File: config.mk
export PLATFORM = sky130hd
export DESIGN_NAME = adc_control
export DESIGN_NICKNAME = d
export VERILOG_FILES = /design/src/hw/adc_ctrl_pkg.sv /design/src/hw/adc_clk_div.sv /design/src/hw/adc_control.sv
export SDC_FILE = /design/constraint.sdc
export NUM_CORES = 1
export LEC_CHECK = 0
export ABC_AREA = 1
export BUFFER_PORTS_ARGS = -buffer_cell sky130_fd_sc_hd__clkbuf_2
export CORE_MARGIN = 1
export CORE_UTILIZATION = 50
export DETAILED_ROUTE_END_ITERATION = 10
export PLACE_DENSITY = 0.71
export SLEW_MARGIN = 20
export SYNTH_ARGS = -nofsm -noshare
export SYNTH_HDL_FRONTEND = slang
export SYNTH_SLANG_ARGS = --single-unit
File: constraint.sdc
create_clock -name clk_i -period 1.78 [get_ports clk_i]
set_input_delay 0.178 -clock clk_i [delete_from_list [all_inputs] [get_ports clk_i]]
set_output_delay 0.178 -clock clk_i [all_outputs]
set_load 0.1 [all_outputs]
File: src/hw/adc_ctrl_pkg.sv
package adc_ctrl_pkg;
   // Register indices on the plain register port
   localparam logic [2:0] IDX_CTRL_A = 3'h0;
   localparam logic [2:0] IDX_CTRL_B = 3'h1;
   localparam logic [2:0] IDX_RES_HI = 3'h2;
   localparam logic [2:0] IDX_RES_LO = 3'h3;
   localparam logic [2:0] IDX_IRQ_STS = 3'h4;
   localparam logic [2:0] IDX_IRQ_MASK = 3'h5;
   localparam logic [2:0] IDX_PIN_SEL = 3'h6;

   localparam int ADDR_W = 3;
   localparam int DATA_W = 8;
   localparam int RES_W = 12;
   localparam int CHAN_N = 4;
   localparam int DIV_W = 3;
   localparam int CONV_CLKS_DEF = 16;
   localparam int CLK_PERIOD_NS = 100;

   localparam logic [7:0] CTRL_RESET = 8'h00;
   localparam logic [7:0] ZERO_BYTE = 8'h00;
   localparam logic [3:0] ZERO_NIB = 4'h0;
   localparam logic [3:0] ZERO_PINS = 4'h0;

   // Source select encodings
   localparam logic [2:0] SRC_EXT = 3'h0;
   localparam logic [2:0] SRC_BANDGAP = 3'h1;
   localparam logic [2:0] SRC_AMP0 = 3'h2;
   localparam logic [2:0] SRC_AMP1 = 3'h3;
   localparam logic [2:0] SRC_RSVD = 3'h4;

   typedef struct packed {
      logic start;
      logic busy;
      logic enable;
      logic fmt;
      logic [3:0] chan;
   } ctrl_a_t;

   typedef struct packed {
      logic [2:0] src;
      logic [1:0] vref;
      logic [2:0] ckdiv;
   } ctrl_b_t;

   typedef struct packed {
      logic [ADDR_W-1:0] addr;
      logic [DATA_W-1:0] wdata;
      logic wr;
      logic rd;
   } reg_req_t;

   // Route for the single converter input
   typedef struct packed {
      logic bandgap;
      logic amp0;
      logic amp1;
      logic [CHAN_N-1:0] ext;
   } mux_sel_t;

   typedef struct packed {
      logic [CHAN_N-1:0] analog;
      logic [CHAN_N-1:0] io_off;
      logic [CHAN_N-1:0] pullup_off;
   } pin_ctl_t;
endpackage

File: src/hw/adc_clk_div.sv
`timescale 1ns/100ps
`default_nettype none
module adc_clk_div #(
   parameter int SEL_W = 3
) (
   input wire logic clk_i,
   input wire logic rstn_i,
   input wire logic ce_i,
   input wire logic run_i,
   input wire logic [SEL_W-1:0] sel_i,
   output logic tick_o
);
   import adc_ctrl_pkg::*;

   localparam int CNT_W = (1 << SEL_W) - 1;

   typedef struct packed {
      logic [CNT_W-1:0] cnt;
      logic tick;
   } div_state_t;

   div_state_t st, next_st;
   logic [CNT_W-1:0] limit;

   // One tick every 2**sel system clocks; restarts when idle
   always_comb begin
      next_st = st;
      limit = CNT_W'((1 << sel_i) - 1);
      next_st.tick = 1'b0;
      if (!run_i) begin
         next_st.cnt = '0;
      end else if (st.cnt >= limit) begin
         next_st.cnt = '0;
         next_st.tick = 1'b1;
      end else begin
         next_st.cnt = st.cnt + CNT_W'(1);
      end
   end

   always_ff @(posedge clk_i or negedge rstn_i) begin
      if (!rstn_i) begin
         st <= '0;
      end else if (ce_i) begin
         st <= next_st;
      end
   end

   assign tick_o = st.tick;
endmodule
`default_nettype wire

File: src/hw/adc_control.sv
// How it works
// - A start bit written high then low, with enable set, launches exactly one conversion.
// - Busy flag rises once a conversion is launched.
// - Busy flag falls when the conversion completes.
// - Busy is bit six of control A and ignores writes.
// - Enable bit five powers the converter; low switches it off.
// - With the converter off, both result bytes keep their contents.
// - Format zero: high byte D11..D4; format one: high D11..D8, low D7..D0.
// - Channel codes 0..3 route inputs zero to three; others route none.
// - Source select in control B picks internal node or external channel.
// - Only one source drives the converter input at any time.
// - A pin chosen as analog input loses its I/O function.
// - A pin chosen as analog input loses its pull-up.
// - Both control registers are eight bits; control A resets to zero.
// - Unused result bit positions read as zero.
// - Source codes: 0 ext, 1 bandgap, 2 amp0, 3 amp1, 4 none, 5-7 ext.
// - Completion sets the interrupt flag, raising the interrupt if enabled.
// - Converter clock is system clock divided by two to the code.
`timescale 1ns/100ps
`default_nettype none
module adc_control #(
   parameter int CONV_CLKS = adc_ctrl_pkg::CONV_CLKS_DEF
) (
   input wire logic clk_i,
   input wire logic rstn_i,
   input wire logic ce_i,
   input wire adc_ctrl_pkg::reg_req_t req_i,
   input wire logic [adc_ctrl_pkg::RES_W-1:0] adc_result_i,
   output logic [adc_ctrl_pkg::DATA_W-1:0] rdata_o,
   output logic irq_o,
   output logic conv_power_o,
   output logic conv_busy_flag_o,
   output logic conv_clk_tick_o,
   output logic sample_o,
   output logic [1:0] vref_sel_o,
   output var adc_ctrl_pkg::mux_sel_t mux_o,
   output var adc_ctrl_pkg::pin_ctl_t pins_o
);
   import adc_ctrl_pkg::*;

   localparam int TICK_W = $clog2(CONV_CLKS + 1);

   typedef enum logic [1:0] {
      IDLE,
      SAMPLE,
      CONVERT
   } conv_state_t;

   typedef struct packed {
      ctrl_a_t conv_ctrl_reg_a;
      ctrl_b_t conv_ctrl_reg_b;
      logic [7:0] result_high_byte;
      logic [7:0] result_low_byte;
      logic [7:0] rdata;
      logic done_sts;
      logic done_mask;
      logic irq;
      logic [CHAN_N-1:0] pin_sel;
      conv_state_t fsm;
      logic [TICK_W-1:0] ticks;
      logic sample;
      logic clk_tick;
      mux_sel_t mux;
      pin_ctl_t pins;
   } ctl_state_t;

   ctl_state_t st, next_st;
   logic div_tick;

   ////////////////////////////////////////////////////////////////////////////
   // Decoding helpers
   ////////////////////////////////////////////////////////////////////////////

   function automatic logic is_ext_source(input logic [2:0] src);
      is_ext_source = (src == SRC_EXT) || (src > SRC_RSVD);
   endfunction

   function automatic logic is_access(input reg_req_t r, input logic [2:0] idx, input logic wr);
      is_access = (r.addr == idx) && (wr ? r.wr : r.rd);
   endfunction

   ////////////////////////////////////////////////////////////////////////////
   // Converter clock divider
   ////////////////////////////////////////////////////////////////////////////

   adc_clk_div #(
      .SEL_W(DIV_W)
   ) i_adc_clk_div (
      .clk_i(clk_i),
      .rstn_i(rstn_i),
      .ce_i(ce_i),
      .run_i(st.conv_ctrl_reg_a.enable),
      .sel_i(st.conv_ctrl_reg_b.ckdiv),
      .tick_o(div_tick)
   );

   ////////////////////////////////////////////////////////////////////////////
   // Next state
   ////////////////////////////////////////////////////////////////////////////

   always_comb begin
      ctrl_a_t wa;
      logic launch;
      logic done;
      next_st = st;
      wa = ctrl_a_t'(req_i.wdata);
      launch = 1'b0;
      done = 1'b0;
      next_st.clk_tick = div_tick;
      next_st.sample = 1'b0;

      // Register writes
      if (is_access(req_i, IDX_CTRL_A, 1'b1)) begin
         // Falling start edge after a stored high, with enable set, starts a conversion
         launch = st.conv_ctrl_reg_a.start && !wa.start && wa.enable;
         next_st.conv_ctrl_reg_a.start = wa.start;
         next_st.conv_ctrl_reg_a.enable = wa.enable;
         next_st.conv_ctrl_reg_a.fmt = wa.fmt;
         next_st.conv_ctrl_reg_a.chan = wa.chan;
         // Busy position is not writable
      end else if (is_access(req_i, IDX_CTRL_B, 1'b1)) begin
         next_st.conv_ctrl_reg_b = ctrl_b_t'(req_i.wdata);
      end else if (is_access(req_i, IDX_IRQ_MASK, 1'b1)) begin
         next_st.done_mask = req_i.wdata[0];
      end else if (is_access(req_i, IDX_PIN_SEL, 1'b1)) begin
         next_st.pin_sel = req_i.wdata[CHAN_N-1:0];
      end

      // Conversion sequencer; a restart during a conversion is ignored
      case (st.fsm)
         IDLE: begin
            if (launch) begin
               next_st.fsm = SAMPLE;
               next_st.conv_ctrl_reg_a.busy = 1'b1;
               next_st.ticks = '0;
            end
         end
         SAMPLE: begin
            next_st.sample = 1'b1;
            if (div_tick) begin
               next_st.fsm = CONVERT;
               next_st.ticks = TICK_W'(1);
            end
         end
         CONVERT: begin
            if (div_tick) begin
               if (st.ticks >= TICK_W'(CONV_CLKS)) begin
                  done = 1'b1;
               end else begin
                  next_st.ticks = st.ticks + TICK_W'(1);
               end
            end
         end
         default: begin
            next_st.fsm = IDLE;
         end
      endcase

      // Switching off aborts and leaves the result bytes alone
      if (!next_st.conv_ctrl_reg_a.enable) begin
         next_st.fsm = IDLE;
         next_st.conv_ctrl_reg_a.busy = 1'b0;
         next_st.sample = 1'b0;
         done = 1'b0;
      end

      if (done) begin
         // Result lands in the same cycle that busy drops
         next_st.fsm = IDLE;
         next_st.conv_ctrl_reg_a.busy = 1'b0;
         if (st.conv_ctrl_reg_a.fmt) begin
            next_st.result_high_byte = {ZERO_NIB, adc_result_i[11:8]};
            next_st.result_low_byte = adc_result_i[7:0];
         end else begin
            next_st.result_high_byte = adc_result_i[11:4];
            next_st.result_low_byte = {adc_result_i[3:0], ZERO_NIB};
         end
      end

      // Read data, one cycle after the strobe
      next_st.rdata = ZERO_BYTE;
      if (req_i.rd) begin
         if (req_i.addr == IDX_CTRL_A) begin
            next_st.rdata = st.conv_ctrl_reg_a;
         end else if (req_i.addr == IDX_CTRL_B) begin
            next_st.rdata = st.conv_ctrl_reg_b;
         end else if (req_i.addr == IDX_RES_HI) begin
            next_st.rdata = st.result_high_byte;
         end else if (req_i.addr == IDX_RES_LO) begin
            next_st.rdata = st.result_low_byte;
         end else if (req_i.addr == IDX_IRQ_STS) begin
            next_st.rdata = {7'h00, st.done_sts};
         end else if (req_i.addr == IDX_IRQ_MASK) begin
            next_st.rdata = {7'h00, st.done_mask};
         end else if (req_i.addr == IDX_PIN_SEL) begin
            next_st.rdata = {ZERO_NIB, st.pin_sel};
         end
      end

      // Read of status clears; a completion in the same cycle wins
      if (is_access(req_i, IDX_IRQ_STS, 1'b0)) begin
         next_st.done_sts = 1'b0;
      end
      if (done) begin
         next_st.done_sts = 1'b1;
      end
      next_st.irq = next_st.done_sts && next_st.done_mask;

      // Single converter input: internal node or one external channel
      next_st.mux = '0;
      if (is_ext_source(next_st.conv_ctrl_reg_b.src)) begin
         for (int i = 0; i < CHAN_N; i++) begin
            next_st.mux.ext[i] = (next_st.conv_ctrl_reg_a.chan == 4'(i));
         end
      end else if (next_st.conv_ctrl_reg_b.src == SRC_BANDGAP) begin
         next_st.mux.bandgap = 1'b1;
      end else if (next_st.conv_ctrl_reg_b.src == SRC_AMP0) begin
         next_st.mux.amp0 = 1'b1;
      end else if (next_st.conv_ctrl_reg_b.src == SRC_AMP1) begin
         next_st.mux.amp1 = 1'b1;
      end

      // Analog pins drop their digital function and pull-up
      next_st.pins.analog = next_st.pin_sel;
      next_st.pins.io_off = next_st.pin_sel;
      next_st.pins.pullup_off = next_st.pin_sel;
   end

   ////////////////////////////////////////////////////////////////////////////
   // State register
   ////////////////////////////////////////////////////////////////////////////

   always_ff @(posedge clk_i or negedge rstn_i) begin
      if (!rstn_i) begin
         st <= '0;
         st.conv_ctrl_reg_a <= ctrl_a_t'(CTRL_RESET);
         st.conv_ctrl_reg_b <= ctrl_b_t'(CTRL_RESET);
         st.fsm <= IDLE;
      end else if (ce_i) begin
         st <= next_st;
      end
   end

   assign rdata_o = st.rdata;
   assign irq_o = st.irq;
   assign conv_power_o = st.conv_ctrl_reg_a.enable;
   assign conv_busy_flag_o = st.conv_ctrl_reg_a.busy;
   assign conv_clk_tick_o = st.clk_tick;
   assign sample_o = st.sample;
   assign vref_sel_o = st.conv_ctrl_reg_b.vref;
   assign mux_o = st.mux;
   assign pins_o = st.pins;

   ////////////////////////////////////////////////////////////////////////////
   // Checks
   ////////////////////////////////////////////////////////////////////////////

   logic start_seen;
   always_ff @(posedge clk_i or negedge rstn_i) begin
      if (!rstn_i) begin
         start_seen <= 1'b0;
      end else if (ce_i) begin
         start_seen <= st.conv_ctrl_reg_a.start;
      end
   end
endmodule
`default_nettype wire

-- Yosys cells after proc, flatten, opt, wreduce, memory -nomap -nowiden
Cells that the tools add are included.
- flip-flop bits (word level): 71
- input bits: 28
- output and inout port bits: 34
- word-level logic and storage cells: 131
- $add $sub $neg: 3
- order comparisons: 3
- equality and inequality tests: 23
- shifts and indexed selects: 1
- multiplexer cells: 51
- bitwise operators: 3
- reduce and logical (&&, ||, !) cells: 22
- operator list (cell ; count):
    two-way mux 8 bit ; 7
    two-way mux 4 bit ; 8
    two-way mux 7 bit ; 4
    two-way mux 1 bit ; 22
    two-way mux 16 bit ; 1
    case mux 5 bit (3 select lines) ; 1
    equality test 3 x 2 -> 1 bit, second input constant ; 4
    two-way mux 5 bit ; 2
    equality test 3 bit, second input constant ; 3
    equality test 4 x 2 -> 1 bit, second input constant ; 2
    logical AND 1 bit ; 8
    adder 7 x 1 -> 7 bit, second input constant ; 1
    greater-or-equal comparator 7 bit ; 1
    << shifter 1 x 3 -> 7 bit, first input constant ; 1
    subtractor 7 x 2 -> 7 bit, second input constant ; 1
    equality test 3 x 1 -> 1 bit, second input constant ; 2
    logical NOT 3 bit ; 2
    two-way mux 2 bit ; 3
    two-way mux 6 bit ; 1
    != test 3 x 1 -> 1 bit, second input constant ; 2
    case mux 2 bit (3 select lines) ; 1
    AND reduction 3 bit ; 2
    AND reduction 6 bit ; 1
    adder 5 x 1 -> 5 bit, second input constant ; 1
    20 further kinds ; 25

-- Depth between registers and ports, before layout
Gate-level depths: netlist of run 1.
- depth in word-level cells: 9
- gate-level depth with buffers: 11
- mapped depth without buffers: 11

-- Modules after synthesis
A second synthesis of run 1 with hierarchy kept.
- cells, all modules: 565
- area total of the unflattened synthesis: 4236.6 um^2
- by module, submodules not included (module ; times used ; cells an instance ; area each (um^2) ; sequential area each (um^2)):
    adc_control ; 1 ; 476 ; 3585.9 ; 1576.5
    adc_clk_div ; 1 ; 89 ; 650.6 ; 200.2

-- Least setup slack after synthesis of run 1
No wires, ideal clock.
- kind: register to register
- start: reg st, in the netlist conv_power_o
- end: reg st[43] (netlist bit)
- library setup time: 0.065 ns
- data arrival time: 1.713 ns
- data required time: 1.715 ns
- setup slack: 0.002 ns
- stages on the path, launching flop included: 8
- path buffers: 1
- period minus slack after synthesis: 1.778 ns
- path through: dfrtp_1 -> inv_1 -> nand2_2 -> nand4_4 -> nor2_8 -> buf_6 -> nand3_1 -> nand2_1
- cells in the longest elaborated chain, start to end: 3
- RTL lines (element ; RTL line ; RTL):
    start: declaration ; adc_control.sv:67 ; ctl_state_t st, next_st;
    start signal: assignment ; adc_control.sv:240 ; st <= next_st;
    two-way mux 6 bit ; adc_control.sv:113 ; if (is_access(req_i, IDX_CTRL_A, 1'b1)) begin
    two-way mux 1 bit ; adc_control.sv:160 ; if (!next_st.conv_ctrl_reg_a.enable) begin
    AND reduction 2 bit (no source line) ; -- ;
Every way passes these cells.
A chain may end at the register's enable or synchronous reset.

-- Final worst setup path of run 1
- start: reg st[60] (netlist bit)
- end: reg i_adc_clk_div.st, in the netlist i_adc_clk_div.tick_o
- cells in the longest elaborated chain, start to end: 5
- RTL lines (element ; RTL line ; RTL):
    << shifter 1 x 3 -> 7 bit ; adc_clk_div.sv:28 ; limit = CNT_W'((1 << sel_i) - 1);
    subtractor 7 x 2 -> 7 bit ; adc_clk_div.sv:28 ;
    greater-or-equal comparator 7 bit ; adc_clk_div.sv:32 ; end else if (st.cnt >= limit) begin
    two-way mux 1 bit ; adc_clk_div.sv:32 ;
    two-way mux 1 bit ; adc_clk_div.sv:30 ; if (!run_i) begin
    end signal: assignment ; adc_clk_div.sv:44 ; st <= next_st;
    end: declaration ; adc_clk_div.sv:22 ; div_state_t st, next_st;
Every way passes these cells.

==> results.cfg, run 1 <==
[layout]
drive_gt1_frac = 0.202
nNetsFinal = 625
fill_cells = 789
instances_no_fill = 694
n_antenna_cell = 0
finish.instance_area_um2 = 4640
post-route-util = 0.568
syn_to_final_growth_pct = 10.7

[worst_setup_path]
critPathCaptureType = flop
cpPeakStageDelay_ps = 450
cp_max_fo = 6
reg2reg_slack_ps = 40
crit_start = st[60]
worst-setup-path-type = reg2reg
path_cells = buf_4 -> nor2_2 -> nand2_1 -> ha_1 -> nand4_1 -> o211ai_1 -> buf_4 -> nand2_1 -> o21ai_1
required_ps = 2050
r2r_end = i_adc_clk_div.tick_o
cp_top_family = flip-flops
r2r-start = st[60]
crit_buf_inv = 2
cp_slowest_cell = dfrtp_2
crit_cells = 9
cp.arrival_ps = 2000
endpoint = i_adc_clk_div.tick_o
rr_worst_depth = 9
critPathLaunchType = flop

[clock_tree]
cts_root_buffer = clkbuf_8
cts_sinks = 71
numCtsBuffers = 9
path_clk_slew_ps = 70
htreeDepth = 3
cts_tree = yes
clk_latency_ps = 340
clock_path_buffers = 2

[route]
wire_per_inst_um = 14.3
vias_per_cell = 5.36
ant_nets = 0
drt_wl_total_um = 9900
vias = 3723
dr.pass1.iters = 5
drt-initial-drc-count = 250
route.detailed.drc = 0

[synthesis]
synth_edf_count = 0
syn_avg_cell_area_um2 = 7.74
synthArstFlopShare = 1.00
synthFlopType = dfrtp_1
ys_ff_latch = 71
yosysUniqueCellTypes = 32
syn_nets = 583
ys_seq_area_frac = 0.424
yosysWarnings = 0
syn-cell-area_um2 = 4190
syn-instance-count = 542

[sta]
hold_violations = 0
fin_crit_ps = 1740
slew_headroom = 0.638
worst_pin_slew_ps = 546
worst_clock_skew_ps = 5.19
fmax_mhz = 576
finalCritPeriodShare = 0.976
rsz0062_at_grt = yes
final_max_slew_viol_count = 0
setup_viol = 0

[power]
seq_power_share = 0.396
combinationalPowerShare = 0.389
powerDensity_nw_per_um2 = 1070
p_switching_w = 0.00224
clkPwrFrac = 0.215
p_int_w = 0.00272
p_leak_nw = 2.50
swShare = 0.452
ir_drop_mv = 0.486

[job]
drv_cap = 0

[place]
dpl_cell_area_um2 = 4400
gp_congestion = 0.894
io_buffers = 61
place_inst = 671
hpwl_um = 7260

[floorplanning]
start_util = 0.513
chipWidth_um = 93.6
ios = 62
die_area_um2 = 8760
core-area_um2 = 8180
die_h_um = 93.6
rows = 33

[global_routing]
antenna_found_initial = 0
grt_pass1_vias = 3604
grt_max_degree = 72
grt_pass1_wl_um = 16700
grt_util_all_layers = 0.249
gr-total-overflow = 0

[hold_path]
hp-class = in2reg

[outcome]
status = completed
==> synthesized netlist by cell type, drive strengths merged, types with 4 or more instances <==
library cell,instances,area share
a21oi,9,0.011
buf,39,0.070
clkbuf,7,0.0063
dfrtp,71,0.42
ha,13,0.039
inv,57,0.051
nand2,180,0.16
nand3,40,0.053
nand4,18,0.030
nor2,26,0.033
nor3,4,0.0075
o2111ai,4,0.0084
o211ai,8,0.014
o21ai,53,0.070
o22ai,5,0.0075
==> cells by family (layout without fill, tap and decap cells) <==
kind of cell	Yosys count	count (layout)	share of synthesized area
AO/OA/AOI/OAI	84	84	0.119
XOR/XNOR	1	1	0.00209
adder cells (fa/ha/maj)	13	13	0.0388
buffers and inverters	103	150	0.128
flip-flops	71	71	0.424
AND/OR/NAND/NOR	270	270	0.288
==> registers in the layout (all words and copies together) (netlist names) <==
| register | cells |
|---|---|
| vref_sel_o | 2 |
| i_adc_clk_div.st | 7 |
| conv_busy_flag_o | 1 |
| conv_power_o | 1 |
| pins_o | 4 |
| irq_o | 1 |
| sample_o | 1 |
| st | 37 |
| conv_clk_tick_o | 1 |
| mux_o | 7 |
| rdata_o | 8 |
| i_adc_clk_div.tick_o | 1 |
==> per-stage QoR <==
stage / hold WS (ps) / power [W] / setup TNS [ps] / worst slack (ps)
2_1_floorplan: -118 / 0.00356 / 0 / 1.70
3_3_place_gp: 234 / 0.00377 / 0 / 46.9
3_5_place_dp: 230 / 0.00382 / -535 / -102
4_1_cts: 58.1 / 0.00493 / 0 / 50.2
5_1_grt: 82.9 / 0.00525 / -82.9 / -37.1
6_report: 71.9 / 0.00496 / 0 / 43.5
==> routing by layer <==
metal / GRT usage / part of all wire / routed length (µm)
met4: 0.113 / 0.024 / 236
met5: 0 / 0 / 0
met1: 0.322 / 0.44 / 4330
met2: 0.395 / 0.48 / 4720
met3: 0.0593 / 0.061 / 603
==> worst min-delay path: stages <==
cell      delay [ps]
clkbuf_2          90
nand3_1           70
nand2_1           40
==> what timing repair did <==
action,in CTS,in global routing
hold buffers,1,0
pin swaps,1,2
setup endpoints to repair,8,13
hold endpoints to repair,71,0
resized for setup,1,12
setup buffers,2,4
==> layout make-up <==
class	count	area, µm²	area share
multi-input cells	368	1910	0.411
flip-flops and latches	71	1780	0.384
repair buffers	77	453	0.0976
inverters	57	214	0.0461
clock buffers	11	131	0.0283
well taps	105	131	0.0283
clock inverters	5	25.0	0.00539
==> cells in the final DEF (no fill, tap or decap), drive strengths merged, types with 13 or more instances in the layout <==
cell type,netlist,final
nor2,26,26
buf,39,16
clkbuf,7,71
nand4,18,18
inv,57,57
nand2,180,180
ha,13,13
nand3,40,40
dfrtp,71,71
o21ai,53,53
==> power by group through the flow <==
stage | combinational, W | clock [W] | sequential, W
after floorplan | 0.00154 | 0 | 0.00202
after global placement | 0.00180 | 0 | 0.00197
after detailed placement | 0.00184 | 0 | 0.00199
after CTS | 0.00188 | 0.00110 | 0.00196
after global routing | 0.00209 | 0.00117 | 0.00199
final | 0.00193 | 0.00107 | 0.00197
==> how the worst min path moves through the flow <==
stage | from | endpoint | depth (start not counted)
after global routing | adc_result_i[1] | st[44] | 3
after global placement | rstn_i | rdata_o[3] | 2
after detailed placement | rstn_i | rdata_o[2] | 2
after floorplan | rstn_i | conv_busy_flag_o | 0
after CTS | adc_result_i[8] | st[55] | 3
final | adc_result_i[8] | st[55] | 3
No activity file was read; power rests on OpenSTA's default activity.
==> run 2, diff against run 1 <==
--- a/config.mk
+++ b/config.mk
@@ -9,6 +9,7 @@
 export BUFFER_PORTS_ARGS = -buffer_cell sky130_fd_sc_hd__clkbuf_2
 export CORE_MARGIN = 1
 export CORE_UTILIZATION = 50
+export CTS_BUF_LIST = sky130_fd_sc_hd__clkbuf_4 sky130_fd_sc_hd__clkbuf_8
 export DETAILED_ROUTE_END_ITERATION = 10
 export PLACE_DENSITY = 0.71
 export SLEW_MARGIN = 20
==> results.cfg, run 2 (same netlist as run 1, synthesis figures left out) <==
[global_routing]
grt_util_all_layers = 0.249
grt_pass1_vias = 3621
antenna_found_initial = 0
gr-total-overflow = 0
grt_pass1_wl_um = 16700
grt_max_degree = 72

[sta]
worst_pin_slew_ps = 546
hold_violations = 0
finalCritPeriodShare = 0.981
setup_viol = 0
final_max_slew_viol_count = 0
rsz0062_at_grt = yes
worst_clock_skew_ps = 5.49
fmax_mhz = 573
slew_headroom = 0.638
fin_crit_ps = 1750

[outcome]
status = completed

[layout]
syn_to_final_growth_pct = 10.9
fill_cells = 787
final_cell_mix = 179 x nand2_1, 68 x dfrtp_1, 60 x clkbuf_2
mostFrequentLayoutCell = nand2_1
nNetsFinal = 625
multi_input_area_um2 = 1910
instances_no_fill = 694
seq_area_um2 = 1780
drive_gt1_frac = 0.205
n_antenna_cell = 0
top_register = st
largest_reg_flops = 37

[worst_setup_path]
cp_max_fo = 6
worst-setup-path-type = reg2reg
required_ps = 2040
rr_worst_depth = 9
critPathLaunchType = flop
cp.arrival_ps = 2010
critPathCaptureType = flop

[route]
wire_per_inst_um = 14.2
drt-initial-drc-count = 249
route.detailed.drc = 0
ant_nets = 0
drt_wl_total_um = 9860
vias = 3705
vias_per_cell = 5.34
dr.pass1.iters = 4

[power]
ir_drop_mv = 0.486
powerDensity_nw_per_um2 = 1070
p_leak_nw = 2.51
p_total_w = 0.00499

[clock_tree]
clock_path_buffers = 2
clk_latency_ps = 340
htreeDepth = 3
numCtsBuffers = 9
path_clk_slew_ps = 70
cts_sinks = 71
cts_root_buffer = clkbuf_8
cts_tree = yes

[place]
hpwl_um = 7260
gp_congestion = 0.894
place_inst = 671
io_buffers = 61

[job]
drv_cap = 0

[floorplanning]
die_area_um2 = 8760
ios = 62
rows = 33
start_util = 0.513
core-area_um2 = 8180
chipWidth_um = 93.6
die_h_um = 93.6

[hold_path]
hp-class = in2reg
min_path_cells = 3
run 2: cell types whose count changed in the layout (fill, tap and decap cells not counted):
cell | before | now
clkbuf_4 | 0 | 2
clkbuf_1 | 2 | 0
run 2: final cells by class:
type / count / share of cell area
inverter: 57 / 0.0460
tap: 105 / 0.0283
clock inverter: 5 / 0.00538
sequential: 71 / 0.383
timing repair buffer: 77 / 0.0974
multi-input combinational: 368 / 0.410
clock buffer: 11 / 0.0299
run 2: repair_timing:
item,in CTS,in global routing
buffers inserted,2,4
hold buffers,1,0
hold endpoints to repair,71,0
resized for setup,1,12
endpoints found under the setup margin,8,13
pin swaps,1,2
run 2: critical path: stages (launching register included):
cell      delay, ps
dfrtp_2         450
buf_4           160
nor2_2           90
nand2_1          60
ha_1            280
nand4_1          80
o211ai_1        250
buf_4           180
nand2_1          40
o21ai_1          80
run 2: power breakdown:
part	switching (W)	internal [W]
clock	0.000573	0.000525
combinational	0.00148	0.000445
sequential	0.000183	0.00178
total	0.00224	0.00275
run 2: path summary, 6_finish.rpt:
kind                                         to  slack [ps]             from
max in group asynchronous                st[49]        1070           rstn_i
setup / recovery           i_adc_clk_div.tick_o          30           st[60]
hold reg to reg                          st[51]         480           st[51]
min in group asynchronous            rdata_o[2]         380           rstn_i
hold / removal                           st[55]          70  adc_result_i[8]
setup reg to reg           i_adc_clk_div.tick_o          30           st[60]
run 2: through the flow:
step           cell area [µm²]  setup WS [ps]  utilization  hold slack [ps]  setup TNS (ps)
3_5_place_dp              4400           -102        0.538              230            -535
6_report                  4650           34.3        0.569             73.5               0
4_1_cts                   4590           50.2        0.562             58.7               0
2_1_floorplan             4190           1.70            -             -118               0
3_3_place_gp              4400           46.9        0.538              234               0
5_1_grt                   4650          -37.1        0.569             82.9           -82.9
run 2: layer usage:
layer	track usage	share of wire
met5	0	0
met4	0.113	0.029
met3	0.0593	0.048
met2	0.397	0.48
met1	0.322	0.45
==> run 3, diff against run 2 <==
--- a/config.mk
+++ b/config.mk
@@ -7,11 +7,12 @@
 export LEC_CHECK = 0
 export ABC_AREA = 1
 export BUFFER_PORTS_ARGS = -buffer_cell sky130_fd_sc_hd__clkbuf_2
-export CORE_MARGIN = 1
+export CORE_MARGIN = 3
 export CORE_UTILIZATION = 50
 export CTS_BUF_LIST = sky130_fd_sc_hd__clkbuf_4 sky130_fd_sc_hd__clkbuf_8
 export DETAILED_ROUTE_END_ITERATION = 10
 export PLACE_DENSITY = 0.71
+export REMOVE_ABC_BUFFERS = 1
 export SLEW_MARGIN = 20
 export SYNTH_ARGS = -nofsm -noshare
 export SYNTH_HDL_FRONTEND = slang
==> results.cfg, run 3 (same netlist as run 1, synthesis figures left out) <==
[route]
ant_nets = 0
route.detailed.drc = 0
drt-initial-drc-count = 308
vias_per_cell = 5.35
wire_per_inst_um = 14.4
drt_wl_total_um = 9880
vias = 3678
dr.pass1.iters = 5

[worst_setup_path]
worst-setup-path-type = reg2reg
required_ps = 2010
cpPeakStageDelay_ps = 470
reg2reg_slack_ps = 60
critPathLaunchType = flop
critPathCaptureType = flop
crit_start = st[60]
r2r_end = i_adc_clk_div.tick_o
cp_slowest_cell = dfrtp_2
r2r-start = st[60]
path_cells = nand3_1 -> ha_1 -> a21oi_1 -> o21a_1 -> o211ai_1 -> buf_4 -> nand2_1 -> o21ai_1
cp_max_fo = 8
cp.arrival_ps = 1950
rr_worst_depth = 8
endpoint = i_adc_clk_div.tick_o

[global_routing]
grt_max_degree = 72
gr-total-overflow = 0
antenna_found_initial = 0
grt_pass1_vias = 3607
grt_util_all_layers = 0.217
grt_pass1_wl_um = 17000

[power]
p_int_w = 0.00286
p_leak_nw = 2.50
swShare = 0.442
p_switching_w = 0.00226
seq_power_share = 0.382
clkPwrFrac = 0.246
powerDensity_nw_per_um2 = 1100
combinationalPowerShare = 0.372
ir_drop_mv = 0.501
p_total_w = 0.00512

[sta]
setup_viol = 0
finalCritPeriodShare = 0.964
worst_clock_skew_ps = 6.82
fin_crit_ps = 1720
rsz0062_at_grt = yes
slew_headroom = 0.638
hold_violations = 0
fmax_mhz = 583
setup_slack_ps = 64.2
worst_pin_slew_ps = 545
final_max_slew_viol_count = 0
fin_setup_tns_ps = 0

[layout]
mostFrequentLayoutCell = nand2_1
largest_reg_flops = 37
syn_to_final_growth_pct = 11.2
top_register = st
instances_no_fill = 688
drive_gt1_frac = 0.200
nNetsFinal = 622
final_cell_mix = 179 x nand2_1, 68 x dfrtp_1, 60 x clkbuf_2
n_antenna_cell = 0

[clock_tree]
cts_sinks = 71
cts_tree = yes
path_clk_slew_ps = 80
htreeDepth = 3
cts_root_buffer = clkbuf_8
numCtsBuffers = 9
clock_path_buffers = 2
clk_latency_ps = 340

[floorplanning]
die_h_um = 97.6
rows = 32
ios = 62
core-area_um2 = 7930
chipWidth_um = 97.6
start_util = 0.529
die_area_um2 = 9520

[place]
io_buffers = 61
place_inst = 670
hpwl_um = 7240
gp_congestion = 0.822
pre_cts_ws_ps = -84.5

[hold_path]
hp-class = in2reg

[job]
drv_cap = 0

[outcome]
status = completed
run 3: changes by cell type in the layout (fill, tap and decap cells not counted), sizes merged:
cell / change
buf: -3
clkinv: -1
bufinv: +1
clkbuf: -1
clkinvlp: +1
run 3: power groups by stage:
stage               Combinational, W  Sequential, W  Clock, W
global route                 0.00205        0.00198   0.00138
finish                       0.00190        0.00196   0.00126
floorplan                   0.000639        0.00274         0
global placement             0.00182        0.00196         0
CTS                          0.00188        0.00194   0.00129
detailed placement           0.00185        0.00197         0
run 3: worst min path at each step:
stage                     startpoint                to  slack (ps)  cells after the start
floorplan                     rstn_i  conv_busy_flag_o        -120                      0
global placement              rstn_i            st[54]         230                      2
detailed placement            rstn_i        rdata_o[4]         240                      2
CTS                  adc_result_i[9]            st[56]          70                      3
global route         adc_result_i[0]            st[43]          80                      3
finish              adc_result_i[10]            st[57]          90                      3
run 3: critical path: cells and delay by family, from the launching register on:
family,cells,cell delay (ps)
AO/OA/AOI/OAI,4,440
adder cells (fa/ha/maj),1,330
buffers and inverters,1,180
flip-flops,1,470
AND/OR/NAND/NOR,2,190
run 3: final cells by class:
| cell class | count | area, µm² |
|---|---|---|
| multi-input cells | 368 | 1920 |
| repair buffers | 74 | 430 |
| fillers | 743 | 3260 |
| clock buffers | 10 | 131 |
| inverters | 57 | 214 |
| clock inverters | 6 | 61.3 |
| flip-flops and latches | 71 | 1780 |
| well taps | 102 | 128 |
run 3: repair_timing:
item,4_1_cts,5_1_grt
endpoints found under the setup margin,8,13
buffers inserted,1,0
gates resized for setup,0,13
endpoints found under the hold margin,71,0
pin swaps,1,2
hold buffers,1,0
run 3: per-stage QoR:
step                      instance area [µm²]  hold slack, ps  utilization
after floorplan                          3870            -118            -
after global placement                   4410             232        0.557
after detailed placement                 4410             236        0.557
after CTS                                4620            71.3        0.583
after global routing                     4660            83.2        0.588
final                                    4660            85.0        0.588
run 3: per-layer routing:
| layer | global-route usage | share of wire | up-vias |
|---|---|---|---|
| met2 | 0.334 | 0.46 | 119 |
| li1 | - | - | 1822 |
| met1 | 0.301 | 0.47 | 1715 |
| met3 | 0.0431 | 0.054 | 22 |
| met4 | 0.0831 | 0.021 | 0 |
| met5 | 0 | 0 | - |
